`src/rtl/facap_pkg.sv`:
```
// package: constants and types for the fault alert and parameter capture block
package facap_pkg;
  // capture image size in bytes
  localparam int unsigned CAP_BYTES      = 22;
  localparam int unsigned CAP_IDX_W      = 5;
  // configuration bit that enables capture
  localparam int unsigned MISC_CAP_BIT   = 1;
  localparam int unsigned MISC_W         = 8;
  // capture control command values
  localparam logic [7:0]  CTL_LOAD       = 8'h01;
  localparam logic [7:0]  CTL_STORE      = 8'h02;
  // clock rate and flash store time
  localparam int unsigned CLK_MHZ        = 200;
  localparam int unsigned STORE_MIN_US   = 700;
  localparam int unsigned STORE_MAX_US   = 1400;
  localparam int unsigned STORE_MIN_CYC  = STORE_MIN_US * CLK_MHZ;
  localparam int unsigned STORE_MAX_CYC  = STORE_MAX_US * CLK_MHZ;
  localparam int unsigned TMR_W          = 20;
  // restore targets and security levels
  localparam logic [1:0]  RST_DEFAULT    = 2'h1;
  localparam logic [1:0]  RST_FACTORY    = 2'h2;
  localparam logic [1:0]  RST_USER       = 2'h3;

  // flash engine states
  typedef enum logic [4:0] {
    FACAP_IDLE  = 5'h01,
    FACAP_INIT  = 5'h02,
    FACAP_LOAD  = 5'h04,
    FACAP_STORE = 5'h08,
    FACAP_WAIT  = 5'h10
  } facap_state_e;

  // byte read request from the SMBus engine
  typedef struct packed {
    logic                 req;
    logic [CAP_IDX_W-1:0] idx;
  } facap_rd_s;

  // restore request
  typedef struct packed {
    logic       req;
    logic [1:0] target;
    logic [1:0] level;
  } facap_restore_s;
endpackage

```
`src/rtl/facap_core.sv`:
```
// fault alert line and parametric capture with flash store and restore control
// What the document requires of this block and the host
// RULE1 - pull the alert line low while any alert-enabled fault is pending
// RULE2 - host answers a low alert line with an alert response transfer
// RULE3 - host then talks to the alerting device; its actions are system defined
// RULE4 - line stays low while faults remain; host repeats alert response transfers
// RULE5 - capture works only while configuration bit 1 is one
// RULE6 - captured data returned as one 22 byte block read, even while regulating
// RULE7 - control value 1 copies flash capture image into RAM
// RULE8 - control value 2 stores capture to flash, only while output disabled
// RULE9 - a fault with shutdown response stores the capture to flash automatically; the code stores only if the flash engine is idle when the fault rises
// RULE10 - a fault with retry response never triggers the automatic store
// RULE11 - a flash store takes 700 to 1400 microseconds
// RULE12 - host recovers lost data by writing 1 then reading the capture
// RULE13 - at start-up load stored configuration when flash holds it
// RULE14 - default and user stores; restores limited to granted security level
// RULE15 - under the default store, default restore allowed, factory restore refused
// RULE16 - release alert once serviced and no alerting fault remains
`timescale 1ns/1ps
`default_nettype none
module facap_core
  import facap_pkg::*;
#(
  parameter int unsigned NFLT      = 8,
  parameter int unsigned STORE_CYC = facap_pkg::STORE_MIN_CYC,
  parameter int unsigned BLK_CYC   = facap_pkg::STORE_MAX_CYC
) (
  // clock and reset
  input  wire logic                       ref_clk_i,
  input  wire logic                       rst_b_i,
  // fault sources and their configuration
  input  wire logic [NFLT-1:0]            fault_i,
  input  wire logic [NFLT-1:0]            fault_alert_en_i,
  input  wire logic [NFLT-1:0]            fault_shutdown_i,
  input  wire logic [MISC_W-1:0]          misc_cfg_i,
  input  wire logic                       out_enabled_i,
  // alert service from the SMBus engine
  input  wire logic                       ara_done_i,
  input  wire logic                       fault_clear_i,
  // fault alert line, open drain
  input  wire logic                       fault_alert_line_i,
  output logic                            fault_alert_line_o,
  output logic                            fault_alert_line_oe_o,
  // live parameters and capture read
  input  wire logic [CAP_BYTES*8-1:0]     live_i,
  input  wire facap_pkg::facap_rd_s       rd_i,
  output logic [7:0]                      rd_data_o,
  output logic                            rd_valid_o,
  // capture control command and store mode
  input  wire logic                       ctl_wr_i,
  input  wire logic [7:0]                 ctl_data_i,
  input  wire logic                       blk_layout_i,
  output logic                            busy_o,
  output logic                            refused_o,
  // non-volatile configuration
  input  wire logic                       nvm_valid_i,
  input  wire logic                       default_store_i,
  input  wire facap_pkg::facap_restore_s  restore_i,
  output logic                            cfg_load_o,
  output logic [1:0]                      restore_o
);
  import facap_pkg::*;

  logic [NFLT-1:0]          pend_reg, pend_next;
  logic                     served_reg, served_next;
  logic                     line_reg, line_next;
  logic [7:0]               ram_reg [CAP_BYTES];
  logic [7:0]               flash_reg [CAP_BYTES];
  logic [7:0]               rd_data_reg, rd_data_next;
  logic                     rd_valid_reg, rd_valid_next;
  facap_state_e             st_reg, st_next;
  logic [TMR_W-1:0]         tmr_reg, tmr_next;
  logic                     busy_reg, busy_next;
  logic                     ref_reg, ref_next;
  logic                     cfg_reg, cfg_next;
  logic [1:0]               rest_reg, rest_next;
  logic [NFLT-1:0]          fault_d_reg;
  logic                     line_s1_reg;
  logic                     line_s2_reg;
  logic                     held_reg, held_next;
  logic                     cap_en;
  logic                     auto_st;
  logic                     do_snap;

  assign cap_en = misc_cfg_i[MISC_CAP_BIT]; // [RULE5]
  // only faults whose response is shutdown start the store [RULE9] [RULE10]
  assign auto_st = cap_en && |(fault_i & ~fault_d_reg & fault_shutdown_i);
  // a loaded flash image is held for reads until a shutdown fault replaces it or capture is disabled [RULE7]
  assign do_snap = cap_en && st_reg == FACAP_IDLE && (!held_reg || auto_st);

  // alert pending bits: any present alert-enabled fault sets, clear after service drops it
  always_comb
  begin
    pend_next   = pend_reg;
    served_next = served_reg;
    if (fault_clear_i)
      pend_next = '0;
    pend_next = pend_next | (fault_i & fault_alert_en_i); // set wins [RULE1]
    if (ara_done_i && line_reg)
      served_next = 1'b1; // [RULE4]
    if (pend_next == '0)
      served_next = 1'b0;
    line_next = |pend_next; // stays low until all pending cleared [RULE4] [RULE16]
  end

  always_ff @(posedge ref_clk_i)
  begin
    if (!rst_b_i)
    begin
      pend_reg    <= '0;
      served_reg  <= 1'b0;
      line_reg    <= 1'b0;
      fault_d_reg <= '0;
      line_s1_reg <= 1'b1;
      line_s2_reg <= 1'b1;
    end
    else
    begin
      pend_reg    <= pend_next;
      served_reg  <= served_next;
      line_reg    <= line_next;
      fault_d_reg <= fault_i;
      // shared line from the pin: two flops, only the second one is read
      line_s1_reg <= fault_alert_line_i;
      line_s2_reg <= line_s1_reg;
    end
  end

  // capture read: 22 bytes by index, allowed while regulating [RULE6]
  always_comb
  begin
    rd_valid_next = rd_i.req && cap_en && rd_i.idx < CAP_IDX_W'(CAP_BYTES);
    rd_data_next  = rd_valid_next ? ram_reg[rd_i.idx] : 8'h00;
  end

  always_ff @(posedge ref_clk_i)
  begin
    if (!rst_b_i)
    begin
      rd_data_reg  <= 8'h00;
      rd_valid_reg <= 1'b0;
    end
    else
    begin
      rd_data_reg  <= rd_data_next;
      rd_valid_reg <= rd_valid_next;
    end
  end

  // capture RAM and flash image, one entry per byte
  for (genvar g = 0; g < CAP_BYTES; g++)
  begin : g_cap
    always_ff @(posedge ref_clk_i)
    begin
      if (!rst_b_i)
        ram_reg[g] <= 8'h00;
      else if (st_reg == FACAP_LOAD)
        ram_reg[g] <= flash_reg[g]; // [RULE7]
      else if (do_snap)
        ram_reg[g] <= live_i[g*8 +: 8];
    end
    always_ff @(posedge ref_clk_i)
    begin
      if (st_reg == FACAP_STORE)
        flash_reg[g] <= ram_reg[g]; // [RULE8] [RULE9]
    end
  end

  // flash engine: init load, command decode, timed store
  always_comb
  begin
    st_next   = st_reg;
    tmr_next  = tmr_reg;
    busy_next = busy_reg;
    ref_next  = 1'b0;
    cfg_next  = 1'b0;
    rest_next = 2'h0;
    held_next = held_reg && cap_en && !(auto_st && st_reg == FACAP_IDLE); // [RULE7]
    case (st_reg)
      FACAP_INIT:
      begin
        cfg_next = nvm_valid_i; // [RULE13]
        st_next  = FACAP_IDLE;
      end
      FACAP_IDLE:
      begin
        busy_next = 1'b0;
        if (auto_st)
          st_next = FACAP_STORE; // [RULE9]
        else if (ctl_wr_i && ctl_data_i == CTL_LOAD && cap_en)
          st_next = FACAP_LOAD; // [RULE7]
        else if (ctl_wr_i && ctl_data_i == CTL_STORE && cap_en && !out_enabled_i)
          st_next = FACAP_STORE; // [RULE8]
        else if (ctl_wr_i)
          ref_next = 1'b1;
        if (st_next != FACAP_IDLE)
          busy_next = 1'b1;
      end
      FACAP_LOAD:
      begin
        held_next = 1'b1; // keep the loaded image for capture reads [RULE7]
        st_next   = FACAP_IDLE;
      end
      FACAP_STORE:
      begin
        tmr_next = TMR_W'(blk_layout_i ? BLK_CYC - 1 : STORE_CYC - 1); // [RULE11]
        st_next  = FACAP_WAIT;
      end
      FACAP_WAIT:
      begin
        tmr_next = tmr_reg - TMR_W'(1);
        if (tmr_reg == '0)
          st_next = FACAP_IDLE;
      end
      default:
        st_next = FACAP_IDLE;
    endcase
    // restores limited to the granted level; factory refused on default store
    if (restore_i.req)
    begin
      if (restore_i.level < restore_i.target ||
          (default_store_i && restore_i.target == RST_FACTORY)) // [RULE14] [RULE15]
        ref_next = 1'b1;
      else
        rest_next = restore_i.target;
    end
  end

  always_ff @(posedge ref_clk_i)
  begin
    if (!rst_b_i)
    begin
      st_reg   <= FACAP_INIT;
      tmr_reg  <= '0;
      busy_reg <= 1'b1;
      ref_reg  <= 1'b0;
      cfg_reg  <= 1'b0;
      rest_reg <= 2'h0;
      held_reg <= 1'b0;
    end
    else
    begin
      st_reg   <= st_next;
      tmr_reg  <= tmr_next;
      busy_reg <= busy_next;
      ref_reg  <= ref_next;
      cfg_reg  <= cfg_next;
      rest_reg <= rest_next;
      held_reg <= held_next;
    end
  end

  // outputs from flops, line data tied low; oe low drives the line low [RULE1]
  assign fault_alert_line_o    = 1'b0;
  assign fault_alert_line_oe_o = ~line_reg;
  assign rd_data_o             = rd_data_reg;
  assign rd_valid_o            = rd_valid_reg;
  assign busy_o                = busy_reg;
  assign refused_o             = ref_reg;
  assign cfg_load_o            = cfg_reg;
  assign restore_o             = rest_reg;

  // checks
  AST_ALERT_SET: assert property (@(posedge ref_clk_i) disable iff (!rst_b_i) // [RULE1]
    |(fault_i & fault_alert_en_i) |=> !fault_alert_line_oe_o)
    else $error("alert line not pulled after alert fault");
  AST_ALERT_HOLD: assert property (@(posedge ref_clk_i) disable iff (!rst_b_i) // [RULE4]
    (pend_reg != '0 && !fault_clear_i) |=> line_reg)
    else $error("alert released with fault pending");
  AST_ALERT_REL: assert property (@(posedge ref_clk_i) disable iff (!rst_b_i) // [RULE16]
    (fault_clear_i && !(|(fault_i & fault_alert_en_i))) |=> fault_alert_line_oe_o)
    else $error("alert not released after clear");
  AST_LINE_SEEN: assert property (@(posedge ref_clk_i) disable iff (!rst_b_i) // [RULE1]
    line_reg |=> ##1 !line_s2_reg)
    else $error("driven alert line not seen low");
  AST_RD_GATE: assert property (@(posedge ref_clk_i) disable iff (!rst_b_i) // [RULE5]
    !cap_en |=> !rd_valid_o)
    else $error("capture read with capture disabled");
  AST_RD_RANGE: assert property (@(posedge ref_clk_i) disable iff (!rst_b_i) // [RULE6]
    (rd_i.req && cap_en && rd_i.idx < CAP_IDX_W'(CAP_BYTES)) |=> rd_valid_o)
    else $error("capture byte not returned");
  AST_LOAD: assert property (@(posedge ref_clk_i) disable iff (!rst_b_i) // [RULE7]
    (st_reg == FACAP_IDLE && ctl_wr_i && ctl_data_i == CTL_LOAD && cap_en && !auto_st)
    |=> st_reg == FACAP_LOAD ##1 ram_reg[0] == $past(flash_reg[0]))
    else $error("load did not copy flash");
  AST_STORE_EN: assert property (@(posedge ref_clk_i) disable iff (!rst_b_i) // [RULE8]
    (st_reg == FACAP_IDLE && out_enabled_i && !auto_st && ctl_wr_i && ctl_data_i == CTL_STORE)
    |=> st_reg != FACAP_STORE)
    else $error("store accepted while output enabled");
  AST_AUTO: assert property (@(posedge ref_clk_i) disable iff (!rst_b_i) // [RULE9]
    (st_reg == FACAP_IDLE && auto_st) |=> st_reg == FACAP_STORE)
    else $error("shutdown fault did not store");
  AST_RETRY: assert property (@(posedge ref_clk_i) disable iff (!rst_b_i) // [RULE10]
    (st_reg == FACAP_IDLE && !auto_st && !ctl_wr_i) |=> st_reg != FACAP_STORE)
    else $error("store without shutdown fault");
  AST_TIME: assert property (@(posedge ref_clk_i) disable iff (!rst_b_i) // [RULE11]
    (st_reg == FACAP_WAIT && tmr_reg != '0) |=> st_reg == FACAP_WAIT)
    else $error("store ended early");
  AST_FACTORY: assert property (@(posedge ref_clk_i) disable iff (!rst_b_i) // [RULE15]
    (restore_i.req && default_store_i && restore_i.target == RST_FACTORY)
    |=> refused_o && restore_o == 2'h0)
    else $error("factory restore allowed");
  AST_LEVEL: assert property (@(posedge ref_clk_i) disable iff (!rst_b_i) // [RULE14]
    (restore_i.req && restore_i.level < restore_i.target) |=> refused_o && restore_o == 2'h0)
    else $error("restore above granted level");
  AST_INIT: assert property (@(posedge ref_clk_i) // [RULE13]
    (!rst_b_i ##1 rst_b_i && nvm_valid_i) |=> cfg_load_o)
    else $error("stored configuration not loaded");
  COV_ALERT: cover property (@(posedge ref_clk_i) disable iff (!rst_b_i)
    !fault_alert_line_oe_o ##[1:20] fault_alert_line_oe_o);
  COV_AUTO: cover property (@(posedge ref_clk_i) disable iff (!rst_b_i)
    st_reg == FACAP_STORE);
  COV_LOAD: cover property (@(posedge ref_clk_i) disable iff (!rst_b_i)
    st_reg == FACAP_LOAD ##[1:10] rd_valid_o);
  COV_SERVED: cover property (@(posedge ref_clk_i) disable iff (!rst_b_i)
    served_reg ##1 !served_reg);
endmodule
`default_nettype wire

```
`config.mk`:
```
export PLATFORM = sky130hd
export DESIGN_NAME = facap_core
export DESIGN_NICKNAME = d
export VERILOG_FILES = /design/src/rtl/facap_pkg.sv /design/src/rtl/facap_core.sv
export SDC_FILE = /design/constraint.sdc
export NUM_CORES = 1
export LEC_CHECK = 0
export BUFFER_PORTS_ARGS = -buffer_cell sky130_fd_sc_hd__buf_2
export CELL_PAD_IN_SITES_DETAIL_PLACEMENT = 1
export CELL_PAD_IN_SITES_GLOBAL_PLACEMENT = 1
export CORE_MARGIN = 2
export CORE_UTILIZATION = 43
export DETAILED_ROUTE_END_ITERATION = 12
export GPL_TIMING_DRIVEN = 0
export PLACE_DENSITY = 0.79
export SETUP_SLACK_MARGIN = 0.15
export SLEW_MARGIN = 25
export SYNTH_ARGS = -nofsm -noshare
export SYNTH_HDL_FRONTEND = slang
export SYNTH_SLANG_ARGS = --single-unit
```
`constraint.sdc`:
```
create_clock -name ref_clk_i -period 5.7 [get_ports ref_clk_i]
set_input_delay 0.57 -clock ref_clk_i [delete_from_list [all_inputs] [get_ports ref_clk_i]]
set_output_delay 0.57 -clock ref_clk_i [all_outputs]
set_load 0.005 [all_outputs]
```
==> results of run 1 <==
per-layer routing:
| layer | global-route usage [%] | vias up | routed length [um] |
|---|---|---|---|
| li1 | - | 4480 | - |
| met1 | 33.0 | 5257 | 19500 |
| met2 | 36.7 | 414 | 21600 |
| met3 | 5.17 | 65 | 3230 |
| met4 | 6.66 | 6 | 1070 |
| met5 | 0 | - | 40 |
layout make-up:
class,count,area (um2)
clock buffer,55,1170
inverter,9,41.3
clock inverter,25,223
antenna,9,22.5
multi-input combinational,463,4080
sequential,409,11700
buffer,64,279
tap,468,586
timing repair buffer,244,1330
fill,3512,17300
cells in the final DEF, fill, tap and decap left out, types with 4 or more instances in the layout:
cell type,count
buf_2,255
clkinv_2,8
nor3_1,13
nand2_1,24
a221oi_1,9
o21ai_1,13
nand3_1,6
edfxtp_1,352
nor4_1,9
mux2_1,14
mux4_2,40
nand2b_1,8
diode_2,9
dfxtp_1,57
a22o_1,176
a21oi_1,24
nand4_1,5
or4_1,5
bufinv_16,4
mux2_2,5
mux2i_1,8
nor2_1,23
clkbuf_16,45
a211oi_1,4
nand3b_1,6
clkinv_1,9
and2_1,13
nor2b_1,12
buf_1,6
clkbuf_1,45
inv_1,8
buf_16,4
how the worst min path moves through the flow:
stage                            startpoint                          to  slack (ns)
2_1_floorplan  ram_reg[16][0]$_SDFFCE_PN0P_   flash_reg[2][0]$_DFFE_PP_        0.42
3_3_place_gp       ram_reg[15][6]$_DFFE_PP_  flash_reg[1][62]$_DFFE_PP_        0.42
3_5_place_dp   ram_reg[16][6]$_SDFFCE_PN0P_   flash_reg[2][6]$_DFFE_PP_        0.43
4_1_cts                        restore_i[2]     restore_o[0]$_SDFF_PP0_        0.20
5_1_grt                        restore_i[2]     restore_o[0]$_SDFF_PP0_        0.22
6_report                       restore_i[2]     restore_o[0]$_SDFF_PP0_        0.23
through the flow:
stage	std cells	utilization [%]
3_5_place_dp	1657	49.1
4_1_cts	1737	52.9
2_1_floorplan	945	-
6_report	1746	53.0
5_1_grt	1744	53.0
3_3_place_gp	1652	48.7
worst max-delay path: stages, from the launching register on:
cell	delay, ns
dfxtp_1	0.35
nor3_1	0.51
and3b_1	0.33
nand3_1	0.10
a21oi_1	0.68
buf_2	0.40
or3_4	0.55
buf_12	0.31
buf_16	0.29
logic make-up (layout without fill, tap and decap cells):
logic type | after synthesis | in the layout | synth area share [%]
AOI/OAI and AO/OA | 249 | 249 | 12.5
xor gates and xnor gates | 1 | 1 | 0.0544
adders and majority gates | 3 | 3 | 0.233
buffers and inverters | 73 | 397 | 1.92
DFF | 409 | 409 | 72.8
muxes | 67 | 67 | 7.42
other | 1 | 10 | 0.0233
and+or+nand+nor | 142 | 142 | 5.04
power breakdown:
part | switching (W) | internal (W)
Combinational | 0.000191 | 0.000159
Clock | 0.00118 | 0.00164
Sequential | 0.0000513 | 0.00334
Total | 0.00142 | 0.00514
==> key figures, run 1 <==
Route
  – DRC violations left: 0
  – Via-per-instance ratio: 5.85
  – DRT Pass-1 Iters: 5
  – Final WL: 45400 um
  – WL/cell: 26.0 um
  – DRT iter0 DRCs: 836
  – Vias: 10200
  – Antenna Nets Post-Route: 0

Clock network
  – Clock Sink Count: 409
  – CTS H-tree depth: 2
  – CTS max path bufs: 3
  – Reg clk slew, reported paths: 0.06 ns
  – Clock root cell: clkbuf_16
  – CTS tree: built
  – Worst-Skew Late Latency: 0.56 ns
  – Cts bufs inserted: 44
  – Hold_buf cts: 0
  – Setup Fix Bufs, Post-CTS: 0
  – CTS-repair resized insts: 0

GRT
  – All-Layer GR Usage: 23.4%
  – First-pass GRT wire length: 67700 um
  – Initial antenna violation count: 11
  – Vias in the first global route: 10700
  – Pin count of the biggest net entering global routing: 77
  – GR Overflow Total: 0

Setup path
  – Kind of critical path: reg2reg
  – Max Fanout on Critical Path: 51
  – RR Endpoint: ram_reg[7][3]$_DFFE_PP_
  – Reg2Reg Setup Slack: 1.79 ns
  – Worst Setup SP: st_reg[2]$_SDFFE_PN0P_
  – Worst EP arrival: 4.13 ns
  – Reg2reg start: st_reg[2]$_SDFFE_PN0P_
  – Reg2reg path depth: 8
  – CP Launch Type: register
  – CP endpoint kind: register
  – CP required: 5.92 ns
  – CP Capture Point: ram_reg[7][3]$_DFFE_PP_

Logic synthesis
  – Top post-synthesis cells by count: 352 x edfxtp_1, 176 x a22o_1, 57 x dfxtp_1
  – Synth Net Count: 1185
  – Post-synth ARST share: 0%
  – Largest cells by area after synthesis: edfxtp_1 66%, a22o_1 9.6%, dfxtp_1 7.1%
  – Avg Cell Area, Syn: 17.0 um2
  – Share of the synthesized area in the top cell type: 65.7%
  – Syn Std Cell Area: 0.0161 mm2
  – Cells after synthesis: 945
  – Count leader, synth: edfxtp_1
  – Dominant synthesized flop cell: edfxtp_1
  – Largest area contributor in the synthesized netlist: edfxtp_1
  – Synth warn: 0
  – Synth cell types: 62
  – Post-synth EDFFs: 352
  – Sequential share of the synthesized area: 72.8%
  – Synth Register Bits: 409

Floorplanning
  – Core area: 0.0367 mm2
  – Width of the chip: 197 um
  – Die area: 0.0390 mm2
  – Row count: 70
  – Die H: 197 um
  – I/O pin total: 253
  – Initial Util: 43.9%

Worst hold path
  – Hold path depth: 2
  – Min-delay worst type: in2reg

Placement
  – Post-DP HPWL: 30800 um
  – Worst slack, placed: 1.78 ns
  – Routability cong.: 0.807
  – Placed cell area: 0.0180 mm2
  – Buffers on Ports: 239

STA
  – Worst relative slew slack: 37.7%
  – Clk_skew: 0.0255 ns
  – WHS: 0.234 ns
  – Final Hold Vio Count: 0
  – Highest clock rate: 0.256 GHz
  – Fin. max-slew vios: 0
  – Post-route setup TNS: 0 ns
  – RSZ-0062 raised after global routing: no
  – # setup viols final: 0
  – Final setup margin: 1.79 ns
  – Final Critical Period: 3.91 ns
  – Period utilization: 68.6%
  – Worst slew pin tran: 0.935 ns

Status
  – Outcome: finished, final reports clean

Power
  – Peak supply drop: 221 uV
  – Leak: 7.21 nW
  – PwrDens: 337 mW/mm2
  – Total power draw: 0.00656 W

Layout
  – Post-route cell area: 0.0194 mm2
  – Nets: 1475
  – Area delta synth->final: 20.8%
  – Share of cells above drive strength 1: 30.4%

Run
  – Max Cap Violations: 0
(Power assumes the default switching activity.)
==> run 2: changes to the inputs <==
==> constraint.sdc (replaced) <==
create_clock -name ref_clk_i -period 3.5 [get_ports ref_clk_i]
set_input_delay 0.35 -clock ref_clk_i [delete_from_list [all_inputs] [get_ports ref_clk_i]]
set_output_delay 0.35 -clock ref_clk_i [all_outputs]
set_load 0.005 [all_outputs]
==> run 2 against run 1 <==
Clock skew shrank 0.010 ns. Hold slack worse by 0.20 ns. Global-route usage increased by 1.1 points. Non-clock buffer count is 4 higher. Critical path depth grew 2. Clock power up 78%. Power is 69% higher. Sequential cell count stayed put. Sequential share of layout area shrank 0.64 points. Combinational power grew 68%. Via count rose by 1.7%. Die area did not move.
==> key figures, run 2 (synthesized netlist as in run 1, its figures left out) <==
Setup path
  – CP required: 3.79 ns (-2.13 ns)
  – Worst EP arrival: 3.37 ns (-0.76 ns)
  – CP endpoint kind: register
  – Max Fanout on Critical Path: 49 (-3.9%)
  – Reg2Reg Setup Slack: 0.45 ns (-1.34 ns)
  – Reg2reg path depth: 7 (-1)
  – Worst Setup SP: fault_i[3]
  – Reg2reg start: st_reg[4]$_SDFFE_PN0P_
  – CP Launch Type: primary input
  – Kind of critical path: in2reg

Floorplanning
  – Core area: 0.0367 mm2 (unchanged)
  – Width of the chip: 197 um (unchanged)
  – Row count: 70 (unchanged)
  – I/O pin total: 253 (unchanged)
  – Die area: 0.0390 mm2 (unchanged)
  – Die H: 197 um (unchanged)
  – Initial Util: 43.9% (unchanged)

Route
  – Final WL: 47200 um (+4.1%)
  – DRT Pass-1 Iters: 5 (unchanged)
  – Vias: 10400 (+1.7%)
  – DRC violations left: 0 (unchanged)
  – Via-per-instance ratio: 5.94 (+1.4%)
  – DRT iter0 DRCs: 989 (+18%)
  – Antenna Nets Post-Route: 0 (unchanged)
  – WL/cell: 27.0 um (+3.9%)

STA
  – Final Critical Period: 3.08 ns
  – Clk_skew: 0.0152 ns (-0.0103 ns)
  – Fin. max-slew vios: 0 (unchanged)
  – Final Hold Vio Count: 0 (unchanged)
  – Highest clock rate: 0.324 GHz
  – # setup viols final: 0 (unchanged)
  – Worst relative slew slack: 35.7% (-2.0 points)
  – RSZ-0062 raised after global routing: no
  – Period utilization: 88.1%
  – Final setup margin: 0.417 ns (-1.37 ns)
  – Worst slew pin tran: 0.964 ns (+0.0294 ns)

Power
  – Leak: 7.31 nW (+1.4%)
  – Sw Ratio: 21.5% (-0.17 points)
  – Switch Pwr: 0.00239 W (+68%)
  – Peak supply drop: 509 uV (+130%)
  – Seq pwr share: 49.6% (-2.0 points)
  – Comb pwr share: 5.3% (about the same)
  – Clock network power share: 45.1% (+2.1 points)
  – PwrDens: 566 mW/mm2 (+68%)
  – Internal Power: 0.00872 W (+70%)

Layout
  – Area delta synth->final: 22.1%
  – Nets: 1480 (+0.34%)
  – Most frequent cells in the layout: 352 x edfxtp_1, 256 x buf_2, 176 x a22o_1
  – Final cell count without fillers: 1750 (+0.23%)
  – Leading cell type in the layout, fill and taps excluded: edfxtp_1
  – Fillers: 3555 (+1.2%)
  – Share of cells above drive strength 1: 31.3% (+0.85 points)
  – Final Util: 53.6% (+0.57 points)

Clock network
  – CTS tree: built
  – Reg clk slew, reported paths: 0.06 ns (about the same)
  – Worst-Skew Late Latency: 0.57 ns (about the same)
  – Clock root cell: clkbuf_16
  – CTS max path bufs: 3 (unchanged)
  – Clock Sink Count: 409 (unchanged)
  – CTS H-tree depth: 2 (unchanged)
  – Cts bufs inserted: 44 (unchanged)

Placement
  – Buffers on Ports: 239 (unchanged)
  – Post-DP HPWL: 31200 um (+1.3%)
  – Placed Cells: 1656 (-0.060%)
  – Worst slack, placed: -0.474 ns (-2.25 ns)
  – Routability cong.: 0.789 (-2.2%)

GRT
  – Initial antenna violation count: 8 (-3)
  – GR Overflow Total: 0 (unchanged)
  – Pin count of the biggest net entering global routing: 104 (+35%)
  – All-Layer GR Usage: 24.5% (+1.1 points)
  – Vias in the first global route: 10900 (+2.1%)
  – First-pass GRT wire length: 70000 um (+3.4%)

Status
  – Outcome: finished, final reports clean

Worst hold path
  – Hold Path Origin: fault_i[5]
  – Hold path depth: 2 (unchanged)
  – Min-delay worst type: in2reg

Run
  – Max Cap Violations: 0 (unchanged)
[run 2: cell types whose count changed in the layout (fill, tap and decap cells not counted), moves of 2 or more]
cell,previous run,this run
dlygate4sd3_1,0,4
diode_2,9,6
clkbuf_1,45,41
clkbuf_8,1,7
bufinv_16,4,7
clkinv_1,9,7
[run 2: metrics by stage]
stage          hold WS (ns)  area (um2)  total power, W  setup TNS [ns]
2_1_floorplan         0.419       16100         0.00585               0
3_5_place_dp          0.433       18000         0.00619          -51.42
6_report             0.0332       19700          0.0111               0
4_1_cts             0.00521       19600          0.0112               0
3_3_place_gp          0.421       17900         0.00616         -203.12
5_1_grt              0.0221       19700          0.0114               0
[run 2: area by class of cell]
cell class	instances	area (um2)	share of cell area, %
clock inverters	24	297	1.51
well taps	468	586	2.98
diodes	6	15.0	0.0764
repair buffers	248	1350	6.89
clock buffers	58	1240	6.33
inverters	9	46.3	0.236
multi-input cells	464	4120	21.0
plain buffers	64	282	1.43
flip-flops and latches	409	11700	59.6
[run 2: power groups by stage]
| stage | clock (W) | sequential [W] | combinational, W |
|---|---|---|---|
| 3_3_place_gp | 0 | 0.00561 | 0.000549 |
| 3_5_place_dp | 0 | 0.00561 | 0.000578 |
| 6_report | 0.00501 | 0.00552 | 0.000590 |
| 2_1_floorplan | 0 | 0.00558 | 0.000276 |
| 4_1_cts | 0.00508 | 0.00552 | 0.000592 |
| 5_1_grt | 0.00525 | 0.00553 | 0.000630 |
[run 2: what timing repair did]
action,CTS,global route
endpoints found under the hold margin,4,0
gates resized for setup,5,1
buffers inserted,0,1
setup endpoints to repair,268,97
hold buffers,4,0
gates cloned,1,0
pin swaps,1,1
[run 2: final timing paths]
| path | endpoint |
|---|---|
| hold reg to reg | flash_reg[1][52]$_DFFE_PP_ |
| hold / removal | fault_d_reg[5]$_SDFF_PN0_ |
| setup reg to reg | ram_reg[2][1]$_DFFE_PP_ |
| setup / recovery | ram_reg[2][1]$_DFFE_PP_ |
[run 2: metal layers]
layer / routed length, um / up-vias / global-route usage (%)
li1: - / 4488 / -
met1: 20300 / 5394 / 34.7
met2: 22700 / 439 / 38.9
met3: 3190 / 68 / 3.94
met4: 1110 / 4 / 8.05
met5: 32 / - / 0
[run 2: worst max-delay path: stages]
cell and delay (ns):
dlygate4sd3_1 0.56, buf_2 0.15, nand2_1 0.08, o21ai_1 0.09, nor4_1 0.69, a21oi_4 0.23, buf_2 0.28, or3_4 0.39
buf_16 0.21, buf_16 0.23
